$ cat config.mk
export PLATFORM = sky130hd
export DESIGN_NAME = apl_alert
export DESIGN_NICKNAME = d
export VERILOG_FILES = /design/src/apl_pkg.sv /design/src/apl_sync.sv /design/src/apl_pin.sv /design/src/apl_alert.sv
export SDC_FILE = /design/constraint.sdc
export NUM_CORES = 1
export LEC_CHECK = 0
export BUFFER_PORTS_ARGS = -buffer_cell sky130_fd_sc_hd__buf_2
export CAP_MARGIN = 15
export CORE_MARGIN = 2
export CORE_UTILIZATION = 45
export CTS_CLUSTER_SIZE = 14
export DETAILED_ROUTE_END_ITERATION = 8
export PLACE_DENSITY = 0.69
export SYNTH_ARGS = -nofsm -noshare
export SYNTH_HDL_FRONTEND = slang
export SYNTH_SLANG_ARGS = --single-unit
$ cat constraint.sdc
create_clock -name ref_clk -period 2.3 [get_ports ref_clk]
set_clock_uncertainty 0.05 [all_clocks]
set_input_delay 0.23 -clock ref_clk [delete_from_list [all_inputs] [get_ports ref_clk]]
set_output_delay 0.23 -clock ref_clk [all_outputs]
set_load 0.02 [all_outputs]
$ cat src/apl_pkg.sv
// Shared constants and types of the alert pin logic
package apl_pkg;
  // Register byte offsets
  localparam logic [7:0] REG_SEL_ONE = 8'h00;
  localparam logic [7:0] REG_SEL_TWO = 8'h04;
  localparam logic [7:0] REG_CTRL = 8'h08;
  localparam logic [7:0] REG_STATUS = 8'h0C;
  localparam logic [7:0] REG_CLEAR = 8'h10;
  localparam logic [7:0] REG_PINS = 8'h14;
  localparam logic [7:0] REG_ADDR = 8'h18;
  // Control field positions
  localparam int CTRL_INV_ONE = 0;
  localparam int CTRL_INV_TWO = 1;
  localparam int CTRL_CMP_ONE = 2;
  localparam int CTRL_CMP_TWO = 3;
  localparam logic [3:0] CTRL_RESET = 4'h0;
  // Pin state field positions
  localparam int PINS_ONE = 0;
  localparam int PINS_TWO = 1;
  localparam int PINS_BUSY = 2;
  // SMBus alert response address and default own address
  localparam logic [6:0] ARA_ADDR = 7'h0C;
  localparam logic [6:0] OWN_ADDR_RESET = 7'h10;
  localparam logic [2:0] LAST_BIT = 3'h7;
  typedef enum logic [2:0] {
    ARA_IDLE, ARA_ADDRB, ARA_ACK, ARA_SEND, ARA_NACK
  } apl_ara_t;
endpackage

$ cat src/apl_sync.sv
// Two-stage synchroniser for pin inputs
`timescale 1ns/10ps
module apl_sync #(
  parameter int W = 2
) (
  input wire logic ref_clk, // Device clock
  input wire logic sys_rst, // Sync reset, high
  input wire logic [W-1:0] din, // Asynchronous inputs
  output logic [W-1:0] dout // Synchronised outputs
);
  typedef struct packed {
    logic [W-1:0] s1;
    logic [W-1:0] s2;
  } apl_sync_t;
  apl_sync_t q;
  apl_sync_t d;

  always_comb begin
    d.s1 = din;
    d.s2 = q.s1;
  end

  // Idle bus level is high
  always_ff @(posedge ref_clk) begin
    if (sys_rst) begin
      q <= '1;
    end else begin
      q <= d;
    end
  end

  assign dout = q.s2;
endmodule

$ cat src/apl_pin.sv
// One alert pin: latched alert, comparator mode and polarity
`timescale 1ns/10ps
module apl_pin #(
  parameter int NSRC = 16
) (
  input wire logic ref_clk, // Device clock
  input wire logic sys_rst, // Sync reset, high
  input wire logic [NSRC-1:0] statRise, // Status bits going 0 to 1
  input wire logic [NSRC-1:0] sel, // Sources enabled on this pin
  input wire logic [NSRC-1:0] cmpLive, // Live limit comparisons
  input wire logic cmpMode, // Digital comparator mode
  input wire logic invert, // Active level high
  input wire logic relAll, // Release pulse, both pins
  output logic flag, // Latched alert
  output logic pinActive, // Pin in active state
  output logic pinOe // Pull pin low
);
  typedef struct packed {
    logic latch;
  } apl_pin_t;
  apl_pin_t q;
  apl_pin_t d;
  logic newAlert;

  always_comb begin
    newAlert = |(statRise & sel);
    d = q;
    if (newAlert) begin
      d.latch = 1'b1;
    end else if (relAll) begin
      d.latch = 1'b0;
    end
  end

  always_ff @(posedge ref_clk) begin
    if (sys_rst) begin
      q <= '0;
    end else begin
      q <= d;
    end
  end

  assign flag = q.latch;
  // Comparator mode is unlatched
  assign pinActive = cmpMode ? |(cmpLive & sel) : q.latch;
  // Open drain: an inverted pin is released when active
  assign pinOe = pinActive ^ invert;

  a_rise_sets_alert: assert property (@(posedge ref_clk)
    disable iff (sys_rst) |(statRise & sel) |=> flag)
    else $error("enabled status rise did not latch alert");
  a_no_rise_quiet: assert property (@(posedge ref_clk)
    disable iff (sys_rst) (!flag && !(|(statRise & sel))) |=> !flag)
    else $error("alert latched without enabled rise");
  a_release_clears: assert property (@(posedge ref_clk)
    disable iff (sys_rst) (relAll && !(|(statRise & sel))) |=> !flag)
    else $error("release did not drop alert");
  a_cmp_follows: assert property (@(posedge ref_clk)
    disable iff (sys_rst)
    cmpMode |-> pinOe == ((|(cmpLive & sel)) != invert))
    else $error("comparator pin not following live compare");
  a_pin_polarity: assert property (@(posedge ref_clk)
    disable iff (sys_rst) !cmpMode |-> pinOe == (flag != invert))
    else $error("pin drive does not match polarity");
endmodule

$ cat src/apl_alert.sv
// Alert pin logic with status latching, APB registers and SMBus ARA
//
// Overview of operation
// - After reset both alert pins float and no source is enabled.
// - Any fault or warning may be enabled per pin to assert it.
// - Pins are active low by default, with per-pin polarity inversion.
// - Only a 0 to 1 status change of an enabled source raises alert.
// - Pins assert independently but any release drops both together.
// - Clear-faults clears status bits and releases the alert pins.
// - A persistent fault keeps its bit set but raises no alert.
// - A still-violating monitor sample after a clear re-raises the alert.
// - Host reads address 0x0C; device answers when its alert is active.
// - Answer byte carries own 7-bit address in its upper bits.
// - Lowest address wins arbitration; only the winner drops its alert.
// - The winner releases its alert pin at the not-acknowledge bit.
// - After service, pins stay inactive and status stays unchanged.
// - Comparator mode: pin follows live limit comparison, unlatched.
// - Comparator mode uses the same per-pin source selection.
// - Enabled output undervoltage sample below limit pulls the pin.
// - Status bits latch; clear only resets bits no longer active.
`timescale 1ns/10ps
module apl_alert #(
  parameter int NSRC = 16,
  parameter logic [6:0] OWN_ADDR = apl_pkg::OWN_ADDR_RESET
) (
  input wire logic ref_clk, // 200 MHz device clock
  input wire logic sys_rst, // Sync reset, high
  input wire logic psel, // APB select
  input wire logic penable, // APB enable
  input wire logic pwrite, // APB write
  input wire logic [7:0] paddr, // APB byte address
  input wire logic [31:0] pwdata, // APB write data
  output logic [31:0] prdata, // APB read data
  output logic pready, // APB ready
  output logic pslverr, // APB error
  input wire logic [NSRC-1:0] srcLive, // Live fault/warning conditions
  input wire logic [NSRC-1:0] cmpLive, // Live measure vs warning limit
  input wire logic clearCmd, // Clear-faults command pulse
  input wire logic sclIn, // SMBus clock pin
  input wire logic sdaIn, // SMBus data pin
  output logic sdaOut, // SMBus data out, always 0
  output logic sdaOe, // SMBus data pull low
  output logic alertOutOne, // Alert pin one out, always 0
  output logic alertOutOneOe, // Alert pin one pull low
  output logic alertOutTwo, // Alert pin two out, always 0
  output logic alertOutTwoOe // Alert pin two pull low
);
  import apl_pkg::*;

  typedef struct packed {
    apl_ara_t st;
    logic [7:0] shift;
    logic [2:0] cnt;
    logic ackPh;
    logic sdaDrv;
    logic sclPrev;
    logic sdaPrev;
    logic [NSRC-1:0] stat;
    logic [NSRC-1:0] selOne;
    logic [NSRC-1:0] selTwo;
    logic [3:0] ctrl;
    logic [6:0] ownAddr;
    logic [31:0] rdata;
  } apl_state_t;

  apl_state_t q;
  apl_state_t d;
  logic sclS;
  logic sdaS;
  logic sclRise;
  logic sclFall;
  logic startCond;
  logic stopCond;
  logic apbWr;
  logic apbSetup;
  logic addrOk;
  logic clearReq;
  logic araWin;
  logic relAll;
  logic [NSRC-1:0] statRise;
  logic flagOne;
  logic flagTwo;
  logic actOne;
  logic actTwo;
  logic [7:0] txByte;

  apl_sync #(
    .W(2)
  ) u_sync (
    .ref_clk(ref_clk),
    .sys_rst(sys_rst),
    .din({sclIn, sdaIn}),
    .dout({sclS, sdaS})
  );

  assign sclRise = sclS && !q.sclPrev;
  assign sclFall = !sclS && q.sclPrev;
  assign startCond = sclS && q.sclPrev && q.sdaPrev && !sdaS;
  assign stopCond = sclS && q.sclPrev && !q.sdaPrev && sdaS;

  // Zero-wait APB slave
  assign apbSetup = psel && !penable;
  assign apbWr = psel && penable && pwrite;
  always_comb begin
    case (paddr)
      REG_SEL_ONE, REG_SEL_TWO, REG_CTRL, REG_STATUS,
      REG_CLEAR, REG_PINS, REG_ADDR: addrOk = 1'b1;
      default: addrOk = 1'b0;
    endcase
  end
  assign pready = 1'b1;
  assign pslverr = psel && penable && !addrOk;

  assign clearReq = clearCmd || (apbWr && paddr == REG_CLEAR);
  assign relAll = clearReq || araWin;
  // Bit 0 is don't care; sent as 1 so it never wins a lane
  assign txByte = {q.ownAddr, 1'b1};

  always_comb begin
    d = q;
    araWin = 1'b0;
    d.sclPrev = sclS;
    d.sdaPrev = sdaS;
    // Live conditions win over a clear in the same cycle
    if (clearReq) begin
      d.stat = srcLive;
    end else begin
      d.stat = q.stat | srcLive;
    end
    // Warnings arrive per sample, so a cleared bit rises again
    statRise = d.stat & ~q.stat;

    if (apbSetup) begin
      case (paddr)
        REG_SEL_ONE: d.rdata = 32'(q.selOne);
        REG_SEL_TWO: d.rdata = 32'(q.selTwo);
        REG_CTRL: d.rdata = {28'h000_0000, q.ctrl};
        REG_STATUS: d.rdata = 32'(q.stat);
        REG_PINS: d.rdata = {29'h0000_0000, q.st != ARA_IDLE,
          actTwo, actOne};
        REG_ADDR: d.rdata = {25'h000_0000, q.ownAddr};
        default: d.rdata = 32'h0000_0000;
      endcase
    end
    if (apbWr) begin
      case (paddr)
        REG_SEL_ONE: d.selOne = pwdata[NSRC-1:0];
        REG_SEL_TWO: d.selTwo = pwdata[NSRC-1:0];
        REG_CTRL: d.ctrl = pwdata[3:0];
        REG_ADDR: d.ownAddr = pwdata[6:0];
        default: d.ctrl = q.ctrl;
      endcase
    end

    case (q.st)
      ARA_IDLE: begin
        d.sdaDrv = 1'b0;
      end
      ARA_ADDRB: begin
        if (sclRise) begin
          d.shift = {q.shift[6:0], sdaS};
          d.cnt = q.cnt + 3'h1;
          if (q.cnt == LAST_BIT) begin
            // Answer only a read of 0x0C with an alert pending
            if ({q.shift[6:0], sdaS} == {ARA_ADDR, 1'b1} &&
                (flagOne || flagTwo)) begin
              d.st = ARA_ACK;
              d.ackPh = 1'b0;
            end else begin
              d.st = ARA_IDLE;
            end
          end
        end
      end
      ARA_ACK: begin
        if (sclFall) begin
          if (!q.ackPh) begin
            d.ackPh = 1'b1;
            d.sdaDrv = 1'b1;
          end else begin
            d.st = ARA_SEND;
            d.cnt = 3'h0;
            d.sdaDrv = !txByte[7];
          end
        end
      end
      ARA_SEND: begin
        if (sclRise) begin
          if (!q.sdaDrv && !sdaS) begin
            // Lower address owns the line; keep our alert up
            d.sdaDrv = 1'b0;
            d.st = ARA_IDLE;
          end else begin
            d.cnt = q.cnt + 3'h1;
            if (q.cnt == LAST_BIT) begin
              d.st = ARA_NACK;
            end
          end
        end else if (sclFall) begin
          d.sdaDrv = !txByte[3'(LAST_BIT - q.cnt)];
        end
      end
      ARA_NACK: begin
        if (sclFall) begin
          // Whole address sent: drop alert at the NACK bit
          d.sdaDrv = 1'b0;
          araWin = 1'b1;
          d.st = ARA_IDLE;
        end
      end
      default: begin
        d.st = ARA_IDLE;
      end
    endcase

    if (startCond) begin
      d.st = ARA_ADDRB;
      d.cnt = 3'h0;
      d.sdaDrv = 1'b0;
    end else if (stopCond) begin
      d.st = ARA_IDLE;
      d.sdaDrv = 1'b0;
    end
  end

  always_ff @(posedge ref_clk) begin
    if (sys_rst) begin
      q.st <= ARA_IDLE;
      q.shift <= 8'h00;
      q.cnt <= 3'h0;
      q.ackPh <= 1'b0;
      q.sdaDrv <= 1'b0;
      q.sclPrev <= 1'b1;
      q.sdaPrev <= 1'b1;
      q.stat <= '0;
      q.selOne <= '0;
      q.selTwo <= '0;
      q.ctrl <= CTRL_RESET;
      q.ownAddr <= OWN_ADDR;
      q.rdata <= 32'h0000_0000;
    end else begin
      q <= d;
    end
  end

  apl_pin #(
    .NSRC(NSRC)
  ) u_pin_one (
    .ref_clk(ref_clk),
    .sys_rst(sys_rst),
    .statRise(statRise),
    .sel(q.selOne),
    .cmpLive(cmpLive),
    .cmpMode(q.ctrl[CTRL_CMP_ONE]),
    .invert(q.ctrl[CTRL_INV_ONE]),
    .relAll(relAll),
    .flag(flagOne),
    .pinActive(actOne),
    .pinOe(alertOutOneOe)
  );

  apl_pin #(
    .NSRC(NSRC)
  ) u_pin_two (
    .ref_clk(ref_clk),
    .sys_rst(sys_rst),
    .statRise(statRise),
    .sel(q.selTwo),
    .cmpLive(cmpLive),
    .cmpMode(q.ctrl[CTRL_CMP_TWO]),
    .invert(q.ctrl[CTRL_INV_TWO]),
    .relAll(relAll),
    .flag(flagTwo),
    .pinActive(actTwo),
    .pinOe(alertOutTwoOe)
  );

  assign alertOutOne = 1'b0;
  assign alertOutTwo = 1'b0;
  assign sdaOut = 1'b0;
  assign sdaOe = q.sdaDrv;
  assign prdata = q.rdata;

  a_reset_pins_float: assert property (@(posedge ref_clk)
    sys_rst |=> !alertOutOneOe && !alertOutTwoOe)
    else $error("alert pin driven after reset");
  a_clear_keeps_live: assert property (@(posedge ref_clk)
    disable iff (sys_rst) clearReq |=> q.stat == $past(srcLive))
    else $error("clear did not leave exactly live bits");
  a_status_latched: assert property (@(posedge ref_clk)
    disable iff (sys_rst)
    !clearReq |=> (q.stat & $past(q.stat)) == $past(q.stat))
    else $error("latched status bit lost without clear");
  a_lost_stops_drive: assert property (@(posedge ref_clk)
    disable iff (sys_rst)
    (q.st == ARA_SEND && sclRise && !q.sdaDrv && !sdaS &&
     !startCond) |=> !sdaOe && q.st == ARA_IDLE && !araWin)
    else $error("device kept driving after losing a bit");
  a_win_drops_both: assert property (@(posedge ref_clk)
    disable iff (sys_rst)
    (araWin && !(|statRise)) |=> !flagOne && !flagTwo)
    else $error("won response did not drop alerts");
  a_clear_drops_both: assert property (@(posedge ref_clk)
    disable iff (sys_rst)
    (clearReq && !(|statRise)) |=> !flagOne && !flagTwo)
    else $error("clear did not release both alert pins");

  // Response exchange: SDA is only pulled while answering
  a_idle_no_drive: assert property (@(posedge ref_clk)
    disable iff (sys_rst) q.st == ARA_IDLE |-> !sdaOe)
    else $error("SDA driven outside a response exchange");
  a_ack_needs_alert: assert property (@(posedge ref_clk)
    disable iff (sys_rst)
    (q.st == ARA_ADDRB && sclRise && q.cnt == LAST_BIT && !startCond &&
     !flagOne && !flagTwo) |=> q.st == ARA_IDLE)
    else $error("response acknowledged without an alert");
  a_ack_drives_low: assert property (@(posedge ref_clk)
    disable iff (sys_rst)
    (q.st == ARA_ACK && sclFall && !q.ackPh && !startCond && !stopCond)
    |=> sdaOe)
    else $error("response address not acknowledged");
  // Address may be rewritten mid exchange, so compare the old MSB
  a_first_bit_msb: assert property (@(posedge ref_clk)
    disable iff (sys_rst)
    (q.st == ARA_ACK && sclFall && q.ackPh && !startCond && !stopCond)
    |=> sdaOe == !$past(q.ownAddr[6]))
    else $error("answer byte does not open with address MSB");
  a_nack_releases: assert property (@(posedge ref_clk)
    disable iff (sys_rst) (q.st == ARA_NACK && sclFall) |=> !sdaOe)
    else $error("SDA still driven in the NACK bit");
  a_lost_keeps_alert: assert property (@(posedge ref_clk)
    disable iff (sys_rst)
    (q.st == ARA_SEND && sclRise && !q.sdaDrv && !sdaS && !clearReq &&
     (flagOne || flagTwo)) |=> (flagOne || flagTwo))
    else $error("alert dropped after lost arbitration");
  // A host may stop at any bit; nothing may keep SDA held
  a_stop_aborts: assert property (@(posedge ref_clk)
    disable iff (sys_rst) stopCond |=> q.st == ARA_IDLE && !sdaOe)
    else $error("stop condition did not end the exchange");
endmodule

Word-level counts from Yosys, hierarchy flattened
Cells that the tools add are included.
{ "classes": {"n_bitwise": 10, "addsub": 2, "muxes": 38, "eq_ne": 31, "n_reduce_logical": 51, "magnitude_cmp": 1} }
{ "op_table": {"columns": ["operator", "n"], "rows": [
  ["one-hot mux 16 bit (6 select lines)", 1],
  ["bitwise AND 16 bit", 5],
  ["OR reduction 16 bit", 4],
  ["equality test 8 x 5 -> 1 bit, second input constant", 4],
  ["2-to-1 mux 3 bit", 10],
  ["!= test 4 bit, second input constant", 6],
  ["2-to-1 mux 1 bit", 18],
  ["equality test 8 x 4 -> 1 bit, second input constant", 2],
  ["2-to-1 mux 16 bit", 1],
  ["!= test 2 bit, second input constant", 8],
  ["inverter 16 bit", 1],
  ["OR 16 bit", 1],
  ["AND reduction 8 bit", 2],
  ["2-to-1 mux 15 bit", 1],
  ["one-hot mux 3 bit (5 select lines)", 1],
  ["logical AND 1 bit", 14],
  ["!= test 3 bit, second input constant", 4],
  ["AND reduction 2 bit", 5],
  ["AND reduction 5 bit", 2],
  ["zero test 1 bit", 9],
  ["one-hot mux 3 bit (3 select lines)", 1],
  ["equality test 8 x 3 -> 1 bit, second input constant", 1],
  ["zero test 8 bit", 1],
  ["OR reduction 7 bit", 1],
  ["other kinds (22)", 30]
]} }
{ "totals": {"output_inout_bits": 40, "wordCells": 151, "inputBits": 80, "reg_bits": 115} }

Longest topological paths before layout
{ "depth": {"word_depth": 9, "ltp_mapped": 9} }

Modules after synthesis
A second synthesis with hierarchy kept.
{ "unflattened": {"hier_cells": 618, "area_unflattened_um2": 5036.1} }
{ "modules_own_cells": {"columns": ["mod", "area_per_inst_um2", "cells_each", "n_inst"], "rows": [
  ["apl_alert", 4440.5, 548, 1],
  ["apl_pin", 245.2, 31, 2],
  ["apl_sync", 105.1, 8, 1]
]} }

Worst setup path before layout
OpenSTA, ideal clock, no wires.
{ "synth_timing": {"path_type": "flip-flop to flip-flop", "from": "register q[95] (netlist name)", "to": "register q[106] (netlist name)", "period_less_slack_ns": 1.737, "path_stages_with_launch": 7, "n_path_buf": 0, "path_slack_ns": 0.563, "arrival_time_ns": 1.598, "t_required_ns": 2.162, "path_cell_list": "dfxtp_1 -> ha_1 -> ha_1 -> o221a_2 -> o32a_1 -> o221a_2 -> a311oi_2"} }
{ "synth_between": {"elab_chain_len": 3, "word_cells_on_any_way": 4, "cone_classes": "eq/ne: 3; reduce/logical: 1"} }
{ "synth_rtl": {"columns": ["element", "line_no", "text"], "rows": [
  ["start, declared", "apl_alert.sv:66", "apl_state_t q;"],
  ["equality test 3 bit (*)", "apl_alert.sv:163, apl_alert.sv:195", null],
  ["!= test 5 bit (no line) or != test 4 bit (tied branches)", null, null],
  ["AND reduction 8 bit (no line) (*)", null, null]
]} }
Mark *: on every way between the ends. The rest lies on a longest branch, timed or not.
A chain may end at the register's enable or synchronous reset.

Final worst setup path
{ "layout_timing": {"from": "register q[71] (netlist name)", "to": "output alertOutOneOe"} }
{ "layout_between": {"elab_chain_len": 4} }
{ "layout_rtl": {"columns": ["element", "line_no", "text"], "rows": [
  ["bitwise AND 16 bit", "apl_pin.sv:45", "assign pinActive = cmpMode ? |(cmpLive & sel) : q.latch;"],
  ["OR reduction 16 bit", "apl_pin.sv:45", null],
  ["2-to-1 mux 1 bit", "apl_pin.sv:45", null],
  ["XOR 1 bit", "apl_pin.sv:47", "assign pinOe = pinActive ^ invert;"],
  ["end, declared", "apl_alert.sv:44", "output logic alertOutOneOe,"]
]} }
No other way between the ends.

==> metrics.md <==
| Metric | Value |
|---|---|
| Status | finished, final reports clean |
| Post-detailed-routing wire length | 13900 um |
| Seq/Total Area, Yosys | 0.393 |
| Detailed placer's ending HPWL | 10200 um |
| Routed Antenna Nets | 0 |
| CP Max Fanout | 4 |
| Layout Cells excl Fill | 794 |
| Initial DRC count | 395 |
| DP Worst Slack | 0.229 ns |
| PwrDens | 582 nW/um2 |
| Hold WC Path Type | in -> reg |
| Layout fillers | 1046 |
| Worst Path Arrival | 2.00 ns |
| # setup viols final | 0 |
| Post-synth EDFFs | 0 |
| CTS tree | built |
| Cell-by-cell trace of the critical path | a22o_1 > a221oi_1 > and4_1 > a21oi_1 > xor2_1 > buf_4 |
| Fraction of layout cells with a size suffix above 1 | 0.261 |
| Worst hold margin | 0.0243 ns |
| Leak Pwr | 2.22 nW |
| PortBufs | 83 |
| Required time worst endpoint | 2.02 ns |
| Slew Limit Fails | 0 |
| Synth Warn # | 0 |
| H-tree depth | 3 |
| Multi-input gate area in the final layout | 2640 um2 |
| Synth top area share | 0.393 |
| Top Usage Layer GRT | met2 |
| Vias per std cell | 5.66 |
| Die Ht | 109 um |
| Slew headroom | 0.446 |
| Mapped Area | 5000 um2 |
| Vias | 4491 |
| Ys async rst share | 0 |
| Cell variety after synth | 67 |
| Setup ws final | 0.0243 ns |
| Antenna cells | 0 |
| Period utilization | 0.989 |
| Commonest cells post-synth | nand2_1, dfxtp_1, a21oi_1, nor2_1, buf_4 |
| Max stage delay cell, worst path | dfxtp_1 |
| Sum Neg Setup Slack | 0 ns |
| GR Layer Usage met3 | 0.0474 |
| Met1 GRT Util | 0.330 |
| Nature of the critical path endpoint | output pin |
| Clock transition at path regs | 0.10 ns |
| Post-DP Area | 5360 um2 |
| Clock Root Buffer | clkbuf_8 |
| Seq. cell area | 1970 um2 |
| Mean Syn Cell Area | 8.53 um2 |
| # placed instances | 776 |
| Max Fclk | 0.439 GHz |
| Area leader, netlist | dfxtp_1 |
| GRT Resource Usage Total | 0.236 |
| Initial Util | 0.461 |
| Row cnt | 38 |
| DRC | 0 |
| Vias in the first global route | 4248 |
| First-pass GRT wire length | 21600 um |
| CTS Sinks | 98 |
| Die Wd | 109 um |
| Crit path time final | 2.28 ns |
| Most used DFF post-synth | dfxtp_1 |
| Global-route track usage on met2 | 0.362 |
| Synthesized flop and latch total | 98 |
| Core box area | 10800 um2 |
| Slew @ Worst Pin | 0.830 ns |
| Worst VDD drop | 288 uV |
| Crit start category | register |
| CP peak stage delay | 0.39 ns |
| Clk buf depth | 2 |
| Syn Inst Count | 586 |
| DR WL/cell | 17.5 um |
| Area growth syn-to-layout | 12.7% |
| Initial antenna violation count | 0 |
| GRT overflow | 0 |
| Final net count | 734 |
| Fin area | 5630 um2 |
| # IOs | 120 |
| Endpoints failing hold | 0 |
| Skew-Pair Late Insertion Delay | 0.37 ns |
| 1st-pass router iterations | 6 |
| Max-cap viol count | 0 |
| Utilization after layout | 0.520 |
| WS Path Type | reg -> out |
| Placer Congestion | 1.06 |
| Synth area leaders | dfxtp_1, nand2_1, a21oi_1 |
| Total CTS buffers | 9 |
| Count leader, synth | nand2_1 |
| Total power | 3.28 mW |
| Largest net degree at the start of global routing | 64 |
| Die area | 12000 um2 |
| Post-CTS setup buffers | 0 |
==> logic make-up (layout without fill, tap and decap cells) <==
family,count (synthesis),in the layout,share of synthesized area
AO/OA/AOI/OAI,163,163,0.231
XOR/XNOR,4,4,0.00701
AND/OR/NAND/NOR,220,220,0.217
buffers and inverters,76,126,0.0967
flip-flops,98,98,0.393
adder cells (fa/ha/maj),6,6,0.0145
multiplexers,17,17,0.0396
other,2,20,0.00150
==> registers in the layout, indices dropped and copies added (netlist names) <==
register        count
u_pin_two.flag      1
sdaOe               1
u_sync.d            2
u_sync.dout         2
u_pin_one.flag      1
q                  75
prdata             16
==> placed cells by master (no fill, tap or decap), types with 3 or more instances in the layout <==
cell      Yosys  routed
buf_4        37      20
o21bai_1      3       3
nor2_1       38      38
a221oi_2      2       5
ha_1          5       5
a32oi_1       3       3
o21ai_1       4       4
nor2b_1      19      19
xor2_1        3       3
mux2i_1      13      13
a21oi_1      61      61
dfxtp_1      98      94
and3_1        6       6
buf_2        15      82
nand2_1      99      99
nor4_1        4       4
nand3_1      12      12
nand2_2      11      11
a221oi_1     10       7
and4_1        3       3
inv_1         5       5
o21ai_0       9       9
a21oi_2      10      10
clkbuf_8      0      10
a222oi_1      4       4
a22o_1       16      16
or2_2         6       6
conb_1        2      20
a22oi_1      24      24
dfxtp_2       0       4
==> worst max-delay path: cells and delay by family (launching register included) <==
kind	cells	cell delay (ns)
AND/OR/NAND/NOR	1	0.29
buffers and inverters	1	0.18
AO/OA/AOI/OAI	3	0.54
flip-flops	1	0.39
XOR/XNOR	1	0.22
==> power breakdown <==
group          internal [mW]  leakage [nW]  switching (mW)
clock network          0.649         0.110           0.620
logic                 0.0958          1.31           0.169
registers               1.72         0.797          0.0213
==> repair_timing <==
action / 4_1_cts / 5_1_grt
endpoints found under the setup margin: 0 / 2
gates resized for setup: 0 / 8
hold buffers: 2 / 0
hold endpoints to repair: 2 / 0
==> path summary, 6_finish.rpt <==
check | start | endpoint | slack [ns] | cells past startpoint
max | q[71]$_SDFFE_PP0P_ | alertOutOneOe | 0.02 | 6
min | srcLive[15] | q[90]$_SDFF_PP0_ | 0.02 | 3
max reg2reg | q[107]$_SDFFE_PP0P_ | q[106]$_SDFFE_PP0P_ | 0.38 | 5
min reg2reg | u_sync.d[0]$_SDFF_PP1_ | u_sync.dout[0]$_SDFF_PP1_ | 0.36 | 1
==> metal layers <==
| metal | part of all wire | up-vias |
|---|---|---|
| li1 | - | 2153 |
| met5 | 0 | - |
| met4 | 0.022 | 0 |
| met2 | 0.44 | 209 |
| met1 | 0.45 | 2102 |
| met3 | 0.086 | 27 |
==> layout make-up <==
class	instances	share of cell area
inverter	5	0.00333
tap	140	0.0311
multi-input combinational	430	0.469
timing repair buffer	105	0.107
clock inverter	5	0.0151
sequential	98	0.349
clock buffer	11	0.0251
No activity file was read; power rests on OpenSTA's default activity.
